File: src/inc/swt_pkg.sv
package swt_pkg;

   // ----------------------------------------------------------------
   // widths and sizes
   // ----------------------------------------------------------------
   localparam int           FINE_W      = 23;
   localparam int           CNT_W       = 16;
   localparam int           PHASE_W     = 6;
   localparam int           NUM_FINE    = 6;
   localparam int           NUM_CYC     = 5;
   localparam int           IDX_W       = 3;
   localparam int           LEN_W       = 8;

   // ----------------------------------------------------------------
   // constants
   // ----------------------------------------------------------------
   // delay units per ring wrap, so a fine result divided by this is the wrap count
   localparam logic [FINE_W-1:0]  WRAP_UNITS  = 23'h00003f;
   localparam logic [IDX_W-1:0]   MAX_STOPS   = 3'h5;
   localparam logic [IDX_W-1:0]   MIN_STOPS   = 3'h1;
   localparam logic [CNT_W-1:0]   CNT_ZERO    = 16'h0000;
   localparam logic [CNT_W-1:0]   CNT_ONE     = 16'h0001;
   localparam logic [FINE_W-1:0]  FINE_ZERO   = 23'h000000;
   localparam logic [IDX_W-1:0]   IDX_ZERO    = 3'h0;
   localparam logic [IDX_W-1:0]   IDX_ONE     = 3'h1;
   localparam logic [LEN_W-1:0]   LEN_ZERO    = 8'h00;
   localparam logic [LEN_W-1:0]   LEN_ONE     = 8'h01;
   localparam logic [CNT_W/2-1:0] BYTE_ZERO   = 8'h00;

   // ----------------------------------------------------------------
   // sequencer states
   // ----------------------------------------------------------------
   typedef enum logic [8:0] {
      SWT_IDLE  = 9'h001,
      SWT_ARMED = 9'h002,
      SWT_RING  = 9'h004,
      SWT_FRACS = 9'h008,
      SWT_COUNT = 9'h010,
      SWT_FRACP = 9'h020,
      SWT_CAL1  = 9'h040,
      SWT_CAL2  = 9'h080,
      SWT_DONE  = 9'h100
   } swt_state_t;

endpackage

File: src/logic/swt_core.sv
`timescale 1ns/1ps
// Function
// system keeps reference clock running and stable while enable is high
// count ring oscillator wraps; fine results derived from that count
// mode 2 only: count reference cycles to each stop, up to five
// set wrap limit flag when fine result over 63 reaches wrap limit
// set cycle limit flag when cycle count exceeds cycle limit
// any limit flag aborts the running measurement at once
// cycle counter starts on first reference edge after start
// stop edges before cycle count reaches blank value are ignored
// host programs cycle limit above the blank value
// enable input resets all digital logic
// system gives enable one clean rising edge after power-up
// calibrate one period then configured periods, store both counts
// mode 1 times start to last stop with ring and wraps only
// host uses mode 1 only for intervals under 500 ns
// mode 2: ring runs start to next reference edge, then cycles counted
// mode 2: ring runs after each stop until next reference edge
// host scales fine results by period over calibration count
// accept one to five stops as configured, store each result
// start bit raises trigger, wait start edge, then drop trigger
// wait for start edge forever, no timeout
// after last stop assert interrupt low and disable start, stop, trigger
// limit flag also asserts the interrupt output
module swt_core
   import swt_pkg::*;
(
   // clock and reset (rst is the enable pin, inverted)
   input  wire logic                              clk,
   input  wire logic                              rst,
   // host configuration
   input  wire logic                              begin_measure_bit,
   input  wire logic                              meas_mode2,
   input  wire logic [IDX_W-1:0]                  stop_count,
   input  wire logic [LEN_W-1:0]                  cal_multi_len,
   input  wire logic [CNT_W/2-1:0]                wrap_limit_hi,
   input  wire logic [CNT_W/2-1:0]                wrap_limit_lo,
   input  wire logic [CNT_W/2-1:0]                cycle_limit_hi,
   input  wire logic [CNT_W/2-1:0]                cycle_limit_lo,
   input  wire logic [CNT_W/2-1:0]                early_edge_blank_hi,
   input  wire logic [CNT_W/2-1:0]                early_edge_blank_lo,
   // front end pins
   input  wire logic                              start_pin,
   input  wire logic                              stop_pin,
   output logic                                   launch_pulse_out,
   output logic                                   done_irq_n,
   // ring oscillator macro
   input  wire logic                              ring_wrap_tgl,
   input  wire logic [PHASE_W-1:0]                ring_phase,
   output logic                                   ring_run,
   // results and status
   output logic [NUM_FINE-1:0][FINE_W-1:0]        fine_result,
   output logic [NUM_CYC-1:0][CNT_W-1:0]          ref_cycle_result,
   output logic [FINE_W-1:0]                      cal_single_count,
   output logic [FINE_W-1:0]                      cal_multi_count,
   output logic                                   wrap_limit_flag,
   output logic                                   cycle_limit_flag,
   output logic                                   busy
);

   // ----------------------------------------------------------------
   // declarations
   // ----------------------------------------------------------------
   swt_state_t                 state_r;
   swt_state_t                 state_nxt;
   logic [2:0]                 start_sy_r;
   logic [2:0]                 stop_sy_r;
   logic [2:0]                 wrap_sy_r;
   logic [PHASE_W-1:0]         phase_m_r;
   logic [PHASE_W-1:0]         phase_r;
   logic [CNT_W-1:0]           wraps_r;
   logic [CNT_W-1:0]           cyc_r;
   logic [LEN_W-1:0]           cal_cnt_r;
   logic [IDX_W-1:0]           stop_idx_r;
   logic                       start_edge;
   logic                       stop_edge;
   logic                       wrap_edge;
   logic                       stop_ok;
   logic                       last_stop;
   logic                       wrap_over;
   logic                       cyc_over;
   logic                       abort;
   logic [IDX_W-1:0]           stops_want;
   logic [FINE_W-1:0]          fine_now;
   logic [CNT_W-1:0]           wrap_limit;
   logic [CNT_W-1:0]           cycle_limit;
   logic [CNT_W-1:0]           early_edge_blank;
   logic                       measuring;

   // ----------------------------------------------------------------
   // pin synchronisers
   // ----------------------------------------------------------------
   // third stage only feeds edge detection; stage one is read by stage two only
   always_ff @(posedge clk) begin
      if (rst) begin
         start_sy_r <= 3'h0;
         stop_sy_r  <= 3'h0;
         wrap_sy_r  <= 3'h0;
         phase_m_r  <= 6'h00;
         phase_r    <= 6'h00;
      end else begin
         start_sy_r <= {start_sy_r[1:0], start_pin};
         stop_sy_r  <= {stop_sy_r[1:0], stop_pin};
         wrap_sy_r  <= {wrap_sy_r[1:0], ring_wrap_tgl};
         phase_m_r  <= ring_phase;
         phase_r    <= phase_m_r;
      end
   end

   assign start_edge = start_sy_r[1] & ~start_sy_r[2];
   assign stop_edge  = stop_sy_r[1] & ~stop_sy_r[2];
   assign wrap_edge  = wrap_sy_r[1] ^ wrap_sy_r[2];

   // ----------------------------------------------------------------
   // thresholds and decisions
   // ----------------------------------------------------------------
   assign wrap_limit       = {wrap_limit_hi, wrap_limit_lo};
   assign cycle_limit      = {cycle_limit_hi, cycle_limit_lo};
   assign early_edge_blank = {early_edge_blank_hi, early_edge_blank_lo};

   // out of range stop counts clamp to the nearest legal value
   assign stops_want = (stop_count == IDX_ZERO) ? MIN_STOPS :
                       (stop_count > MAX_STOPS) ? MAX_STOPS : stop_count;

   assign fine_now  = FINE_W'(wraps_r) * WRAP_UNITS + FINE_W'(phase_r);
   assign measuring = (state_r == SWT_RING) || (state_r == SWT_FRACS) ||
                      (state_r == SWT_COUNT) || (state_r == SWT_FRACP);
   // fine / 63 >= limit is the same as wraps >= limit
   assign wrap_over = measuring && (wraps_r >= wrap_limit);
   assign cyc_over  = meas_mode2 && measuring && (cyc_r > cycle_limit);
   assign abort     = wrap_over || cyc_over;
   assign stop_ok   = stop_edge && (cyc_r >= early_edge_blank);
   assign last_stop = (stop_idx_r + IDX_ONE) == stops_want;

   // ----------------------------------------------------------------
   // sequencer
   // ----------------------------------------------------------------
   always_comb begin
      state_nxt = state_r;
      case (state_r)
         SWT_IDLE: begin
            if (begin_measure_bit) begin
               state_nxt = SWT_ARMED;
            end
         end
         SWT_ARMED: begin
            // no timeout: only a start edge or reset leaves this state
            if (start_edge) begin
               state_nxt = meas_mode2 ? SWT_FRACS : SWT_RING;
            end
         end
         SWT_RING: begin
            if (abort) begin
               state_nxt = SWT_DONE;
            end else if (stop_ok && last_stop) begin
               state_nxt = SWT_CAL1;
            end
         end
         SWT_FRACS: begin
            if (abort) begin
               state_nxt = SWT_DONE;
            end else begin
               state_nxt = SWT_COUNT;
            end
         end
         SWT_COUNT: begin
            if (abort) begin
               state_nxt = SWT_DONE;
            end else if (stop_ok) begin
               state_nxt = SWT_FRACP;
            end
         end
         SWT_FRACP: begin
            if (abort) begin
               state_nxt = SWT_DONE;
            end else if (last_stop) begin
               state_nxt = SWT_CAL1;
            end else begin
               state_nxt = SWT_COUNT;
            end
         end
         SWT_CAL1: begin
            state_nxt = SWT_CAL2;
         end
         SWT_CAL2: begin
            if (cal_cnt_r == LEN_ONE || cal_multi_len <= LEN_ONE) begin
               state_nxt = SWT_DONE;
            end
         end
         SWT_DONE: begin
            if (begin_measure_bit) begin
               state_nxt = SWT_ARMED;
            end
         end
         default: begin
            state_nxt = SWT_IDLE;
         end
      endcase
   end

   always_ff @(posedge clk) begin
      if (rst) begin
         state_r <= SWT_IDLE;
      end else begin
         state_r <= state_nxt;
      end
   end

   // ----------------------------------------------------------------
   // ring oscillator control and wrap counting
   // ----------------------------------------------------------------
   always_ff @(posedge clk) begin
      if (rst) begin
         ring_run <= 1'b0;
      end else begin
         ring_run <= (state_nxt == SWT_RING) || (state_nxt == SWT_FRACS) ||
                     (state_nxt == SWT_FRACP) || (state_nxt == SWT_CAL1) ||
                     (state_nxt == SWT_CAL2);
      end
   end

   // wrap count restarts at the start of every ring segment; mode 1 stays in one
   // state across its stops, so leaving it must clear or calibration inherits wraps
   always_ff @(posedge clk) begin
      if (rst) begin
         wraps_r <= CNT_ZERO;
      end else if (!ring_run) begin
         wraps_r <= CNT_ZERO;
      end else if (state_r != state_nxt) begin
         wraps_r <= CNT_ZERO;
      end else if (wrap_edge) begin
         wraps_r <= wraps_r + CNT_ONE;
      end
   end

   // ----------------------------------------------------------------
   // reference cycle counter and calibration length
   // ----------------------------------------------------------------
   always_ff @(posedge clk) begin
      if (rst) begin
         cyc_r <= CNT_ZERO;
      end else if (state_r == SWT_ARMED) begin
         cyc_r <= CNT_ZERO;
      end else if (measuring) begin
         cyc_r <= cyc_r + CNT_ONE;
      end
   end

   always_ff @(posedge clk) begin
      if (rst) begin
         cal_cnt_r <= LEN_ZERO;
      end else if (state_r == SWT_CAL1) begin
         cal_cnt_r <= cal_multi_len;
      end else if (state_r == SWT_CAL2 && cal_cnt_r != LEN_ZERO) begin
         cal_cnt_r <= cal_cnt_r - LEN_ONE;
      end
   end

   // ----------------------------------------------------------------
   // results
   // ----------------------------------------------------------------
   always_ff @(posedge clk) begin
      if (rst) begin
         stop_idx_r       <= IDX_ZERO;
         fine_result      <= '0;
         ref_cycle_result <= '0;
         cal_single_count <= FINE_ZERO;
         cal_multi_count  <= FINE_ZERO;
      end else begin
         if (state_r == SWT_ARMED && start_edge) begin
            stop_idx_r       <= IDX_ZERO;
            fine_result      <= '0;
            ref_cycle_result <= '0;
         end
         if (state_r == SWT_RING && stop_ok && !abort) begin
            fine_result[stop_idx_r] <= fine_now;
            stop_idx_r              <= stop_idx_r + IDX_ONE;
         end
         if (state_r == SWT_FRACS && !abort) begin
            fine_result[0] <= fine_now;
         end
         if (state_r == SWT_COUNT && stop_ok && !abort) begin
            ref_cycle_result[stop_idx_r] <= cyc_r;
         end
         if (state_r == SWT_FRACP && !abort) begin
            fine_result[stop_idx_r + IDX_ONE] <= fine_now;
            stop_idx_r                        <= stop_idx_r + IDX_ONE;
         end
         if (state_r == SWT_CAL1) begin
            cal_single_count <= fine_now;
         end
         if (state_r == SWT_CAL2 && state_nxt == SWT_DONE) begin
            cal_multi_count <= fine_now;
         end
      end
   end

   // ----------------------------------------------------------------
   // flags and pins
   // ----------------------------------------------------------------
   // flags stay until the start edge of the next measurement
   always_ff @(posedge clk) begin
      if (rst) begin
         wrap_limit_flag  <= 1'b0;
         cycle_limit_flag <= 1'b0;
      end else begin
         if (wrap_over) begin
            wrap_limit_flag <= 1'b1;
         end else if (state_r == SWT_ARMED && start_edge) begin
            wrap_limit_flag <= 1'b0;
         end
         if (cyc_over) begin
            cycle_limit_flag <= 1'b1;
         end else if (state_r == SWT_ARMED && start_edge) begin
            cycle_limit_flag <= 1'b0;
         end
      end
   end

   // start and stop are only looked at in their own states, so done disables them
   always_ff @(posedge clk) begin
      if (rst) begin
         launch_pulse_out <= 1'b0;
         done_irq_n       <= 1'b1;
         busy             <= 1'b0;
      end else begin
         launch_pulse_out <= (state_nxt == SWT_ARMED);
         done_irq_n       <= (state_nxt != SWT_DONE);
         busy             <= (state_nxt != SWT_IDLE) && (state_nxt != SWT_DONE);
      end
   end

endmodule

File: config.mk
export PLATFORM = sky130hd
export DESIGN_NAME = swt_core
export DESIGN_NICKNAME = d
export VERILOG_FILES = /design/src/inc/swt_pkg.sv /design/src/logic/swt_core.sv
export SDC_FILE = /design/constraint.sdc
export NUM_CORES = 1
export LEC_CHECK = 0
export ABC_AREA = 1
export BUFFER_PORTS_ARGS = -buffer_cell sky130_fd_sc_hd__buf_2
export CAP_MARGIN = 25
export CORE_MARGIN = 2
export CORE_UTILIZATION = 61
export CTS_CLUSTER_SIZE = 25
export DETAILED_ROUTE_END_ITERATION = 6
export HOLD_SLACK_MARGIN = 0.02
export PLACE_DENSITY = 0.87
export SYNTH_ARGS = -nofsm -noshare
export SYNTH_HDL_FRONTEND = slang
export SYNTH_SLANG_ARGS = --single-unit
File: constraint.sdc
create_clock -name clk -period 7.6 [get_ports clk]
set_clock_uncertainty 0.15 [all_clocks]
set_input_delay 1.52 -clock clk [delete_from_list [all_inputs] [get_ports clk]]
set_output_delay 1.52 -clock clk [all_outputs]
set_load 0.005 [all_outputs]
==> run metrics <==
reg2reg end fine_result[85]; Post-CTS Setup Repair Bufs 0; I/O pin count approximately 340; DP HPWL ~39 mm; Mapped Area 17,900 um2; worst setup path class reg2reg; FF-to-FF path depth 18; Setup crit end kind flop; TNS Setup 0 ps; clk buf depth 3; Initial DRT Pass Iterations 6; post-synthesis async set-or-reset flop share 0; total clock buffers created by CTS 37; post-synthesis sequential area ratio 0.384; Clock Tree Root clkbuf_16; non-filler instance count after layout just over 3k; wire length of the first global-routing pass roughly 84 mm; Final ANT Viol Nets 0; sw power between 0.0008 and 0.0009 W; min-delay worst type reg2reg; GP Congestion between 0.9 and 1; CTS Sinks about 340; FILL cells about 2.2k; Final Setup Violations 0; Final Hold Violating Endpoints 0; min Tclk post-route 5530 ps; final period utilization 0.728; P_leak 10.9 nW; CP startpoint wraps_r[3]; dpl cells 3,044; PostCTS Resize Cnt 0; total gr overflow 0; Max-Slew Margin vs Limit 0.266; VDD IR-drop max 0.000185 V; Area Overhead vs Synth 17.0%; Vias/cell 5.56; MaxCap Viol Count 0; P per Cell Area ~180 nW/um2; post-synth cell types 45; row count 62; reg2reg start wraps_r[3]; startpoint types flop; max-slew violation count 0; CTS tree built; initial antenna violation count 2; die area 30,700 um2; Worst Path Required 7880 ps; run status finished clean; DRT iter0 DRCs between 1.5k and 2k; Post-route DRC 0; syn avg cell area between 7 and 8 um2; Starting Density 0.622; Fmax around 0.18 GHz; Post-Route WL between 50 and 60 mm; Critical Path AT approximately 5800 ps; number of global-route vias before repair ~17k; Cells after Synth approximately 2.4k; I/O Buffers around 340; Reg clk slew, reported paths about 60 ps; r2r setup slk 2070 ps; Die Span Y between 150 and 200 um; die width between 150 and 200 um; Mapped Nets ~2.7k; YS warnings 0; sw frac 0.231; combinational cell fraction of total power 0.034; Worst-Margin Slew around 1100 ps; sequential share of power 0.485; EDFF count, synth 0; gr usage total 0.341; RSZ-0062 raised after global routing no; end point of the critical path fine_result[85]; Clk pwr share 0.481; Avg WL per Cell about 17 um; Crit Path Max Fanout 8; hold-fix buffer count after cts 0; via count about 17k; nets 2,936; synthesized flop and latch total around 340; H-tree depth 2; share of cells above drive strength 1 0.169; hold path start start_sy_r[0]; Most used DFF post-synth dfxtp_1; largest net degree at the start of global routing 98; Int Pwr 0.00287 W; core area about 29,000 um2; worst-skew pair later-pin latency roughly 540 ps
[layout make-up]
| cell class | instances | area [um2] | share of cell area |
|---|---|---|---|
| multi-input combinational | 1647 | 9330 | 0.446 |
| sequential | 343 | 6870 | 0.328 |
| timing repair buffer | 355 | 1840 | 0.0880 |
| inverter | 317 | 1200 | 0.0572 |
| clock buffer | 50 | 1060 | 0.0504 |
| tap | 384 | 480 | 0.0230 |
| clock inverter | 17 | 159 | 0.00759 |
| antenna | 1 | 2.50 | 0.000120 |
[worst min-delay path by stage]
stage | slack, ps | to | cells past startpoint
floorplan | 240 | phase_r[0] | 2
global placement | 250 | stop_sy_r[1] | 2
detailed placement | 250 | stop_sy_r[1] | 2
CTS | 260 | phase_r[5] | 2
global route | 270 | phase_r[4] | 2
finish | 250 | start_sy_r[1] | 2
[state kept, by name, indices dropped and copies added, names as in the netlist, 3 cells and up]
| register | cells |
|---|---|
| stop_idx_r | 3 |
| cyc_r | 16 |
| stop_sy_r | 3 |
| wraps_r | 16 |
| cal_cnt_r | 8 |
| cal_single_count | 23 |
| cal_multi_count | 23 |
| start_sy_r | 3 |
| ref_cycle_result | 80 |
| state_r | 9 |
| phase_m_r | 6 |
| wrap_sy_r | 3 |
| phase_r | 6 |
| fine_result | 138 |
[placed cells by master (no fill, tap or decap), drive strengths merged, types with 2 or more instances in the layout]
cell type	Yosys	layout
clkinvlp	0	6
xnor2	10	10
clkinv	2	10
dfxtp	343	343
ha	117	117
xor2	29	29
o21bai	4	4
nand3	72	72
o21a	3	3
or2	6	6
a211oi	21	21
clkbuf	60	50
a21oi	246	246
fa	46	46
nand4	37	37
a21boi	2	2
a31oi	6	6
a21o	9	9
buf	51	355
o211ai	24	24
nor2	302	302
nand3b	2	2
nor3	25	25
nor4	4	4
nand2	604	604
and3	2	2
inv	315	317
o21ai	70	70
nor3b	2	2
[through the flow]
| step | total power (W) | util | worst slack, ps | area (um2) | hold slack, ps |
|---|---|---|---|---|---|
| finish | 0.00373 | 0.727 | 2070 | 20900 | 252 |
| global route | 0.00383 | 0.727 | 1670 | 20900 | 271 |
| CTS | 0.00374 | 0.727 | 2070 | 20900 | 259 |
| detailed placement | 0.00197 | 0.685 | 2080 | 19700 | 247 |
| global placement | 0.00197 | 0.683 | 2140 | 19700 | 246 |
| floorplan | 0.00193 | - | 3030 | 17900 | 238 |
[cells by family (layout without fill, tap and decap cells)]
family,after synthesis,after routing,share of synthesized area
and+or+nand+nor,1056,1056,0.250
other,0,1,0
DFF,343,343,0.384
xor gates and xnor gates,39,39,0.0191
AOI/OAI and AO/OA,389,389,0.119
adders and majority gates,163,163,0.133
buffers and inverters,428,739,0.0945
[power by group through the flow]
stage           logic, W  clock network (W)  registers (W)
6_report        0.000126            0.00180        0.00181
5_1_grt         0.000141            0.00188        0.00181
4_1_cts         0.000125            0.00181        0.00181
3_5_place_dp    0.000124                  0        0.00185
3_3_place_gp    0.000120                  0        0.00185
2_1_floorplan  0.0000789                  0        0.00185
[critical path, stage by stage (launching register included)]
cell	delay [ps]
dfxtp_1	490
inv_1	130
fa_1	630
fa_1	450
fa_1	490
fa_1	500
inv_1	40
ha_1	350
nand2_1	100
nor2_1	240
nand2_1	80
nand3_1	210
a21oi_1	130
o21ai_0	360
a21oi_1	140
xor2_1	660
nand2_1	130
nand2_1	90
nor2_1	50
[synthesized netlist by cell type (all sizes together) (37+ instances only)]
cell type,number,area [um2]
nand2,604,2330
nand4,37,231
buf,51,273
a21oi,246,1230
o21ai,70,350
clkbuf,60,225
nor2,302,1270
fa,46,921
inv,315,1180
dfxtp,343,6870
nand3,72,410
ha,117,1460
[metal layers]
metal | part of all wire | global-route usage | wire, um
met1 | 0.39 | 0.419 | 20700
met2 | 0.47 | 0.580 | 25200
met3 | 0.088 | 0.0524 | 4730
met4 | 0.056 | 0.177 | 3000
met5 | 0 | 0 | 0
Power figures use the tool's default switching activity.
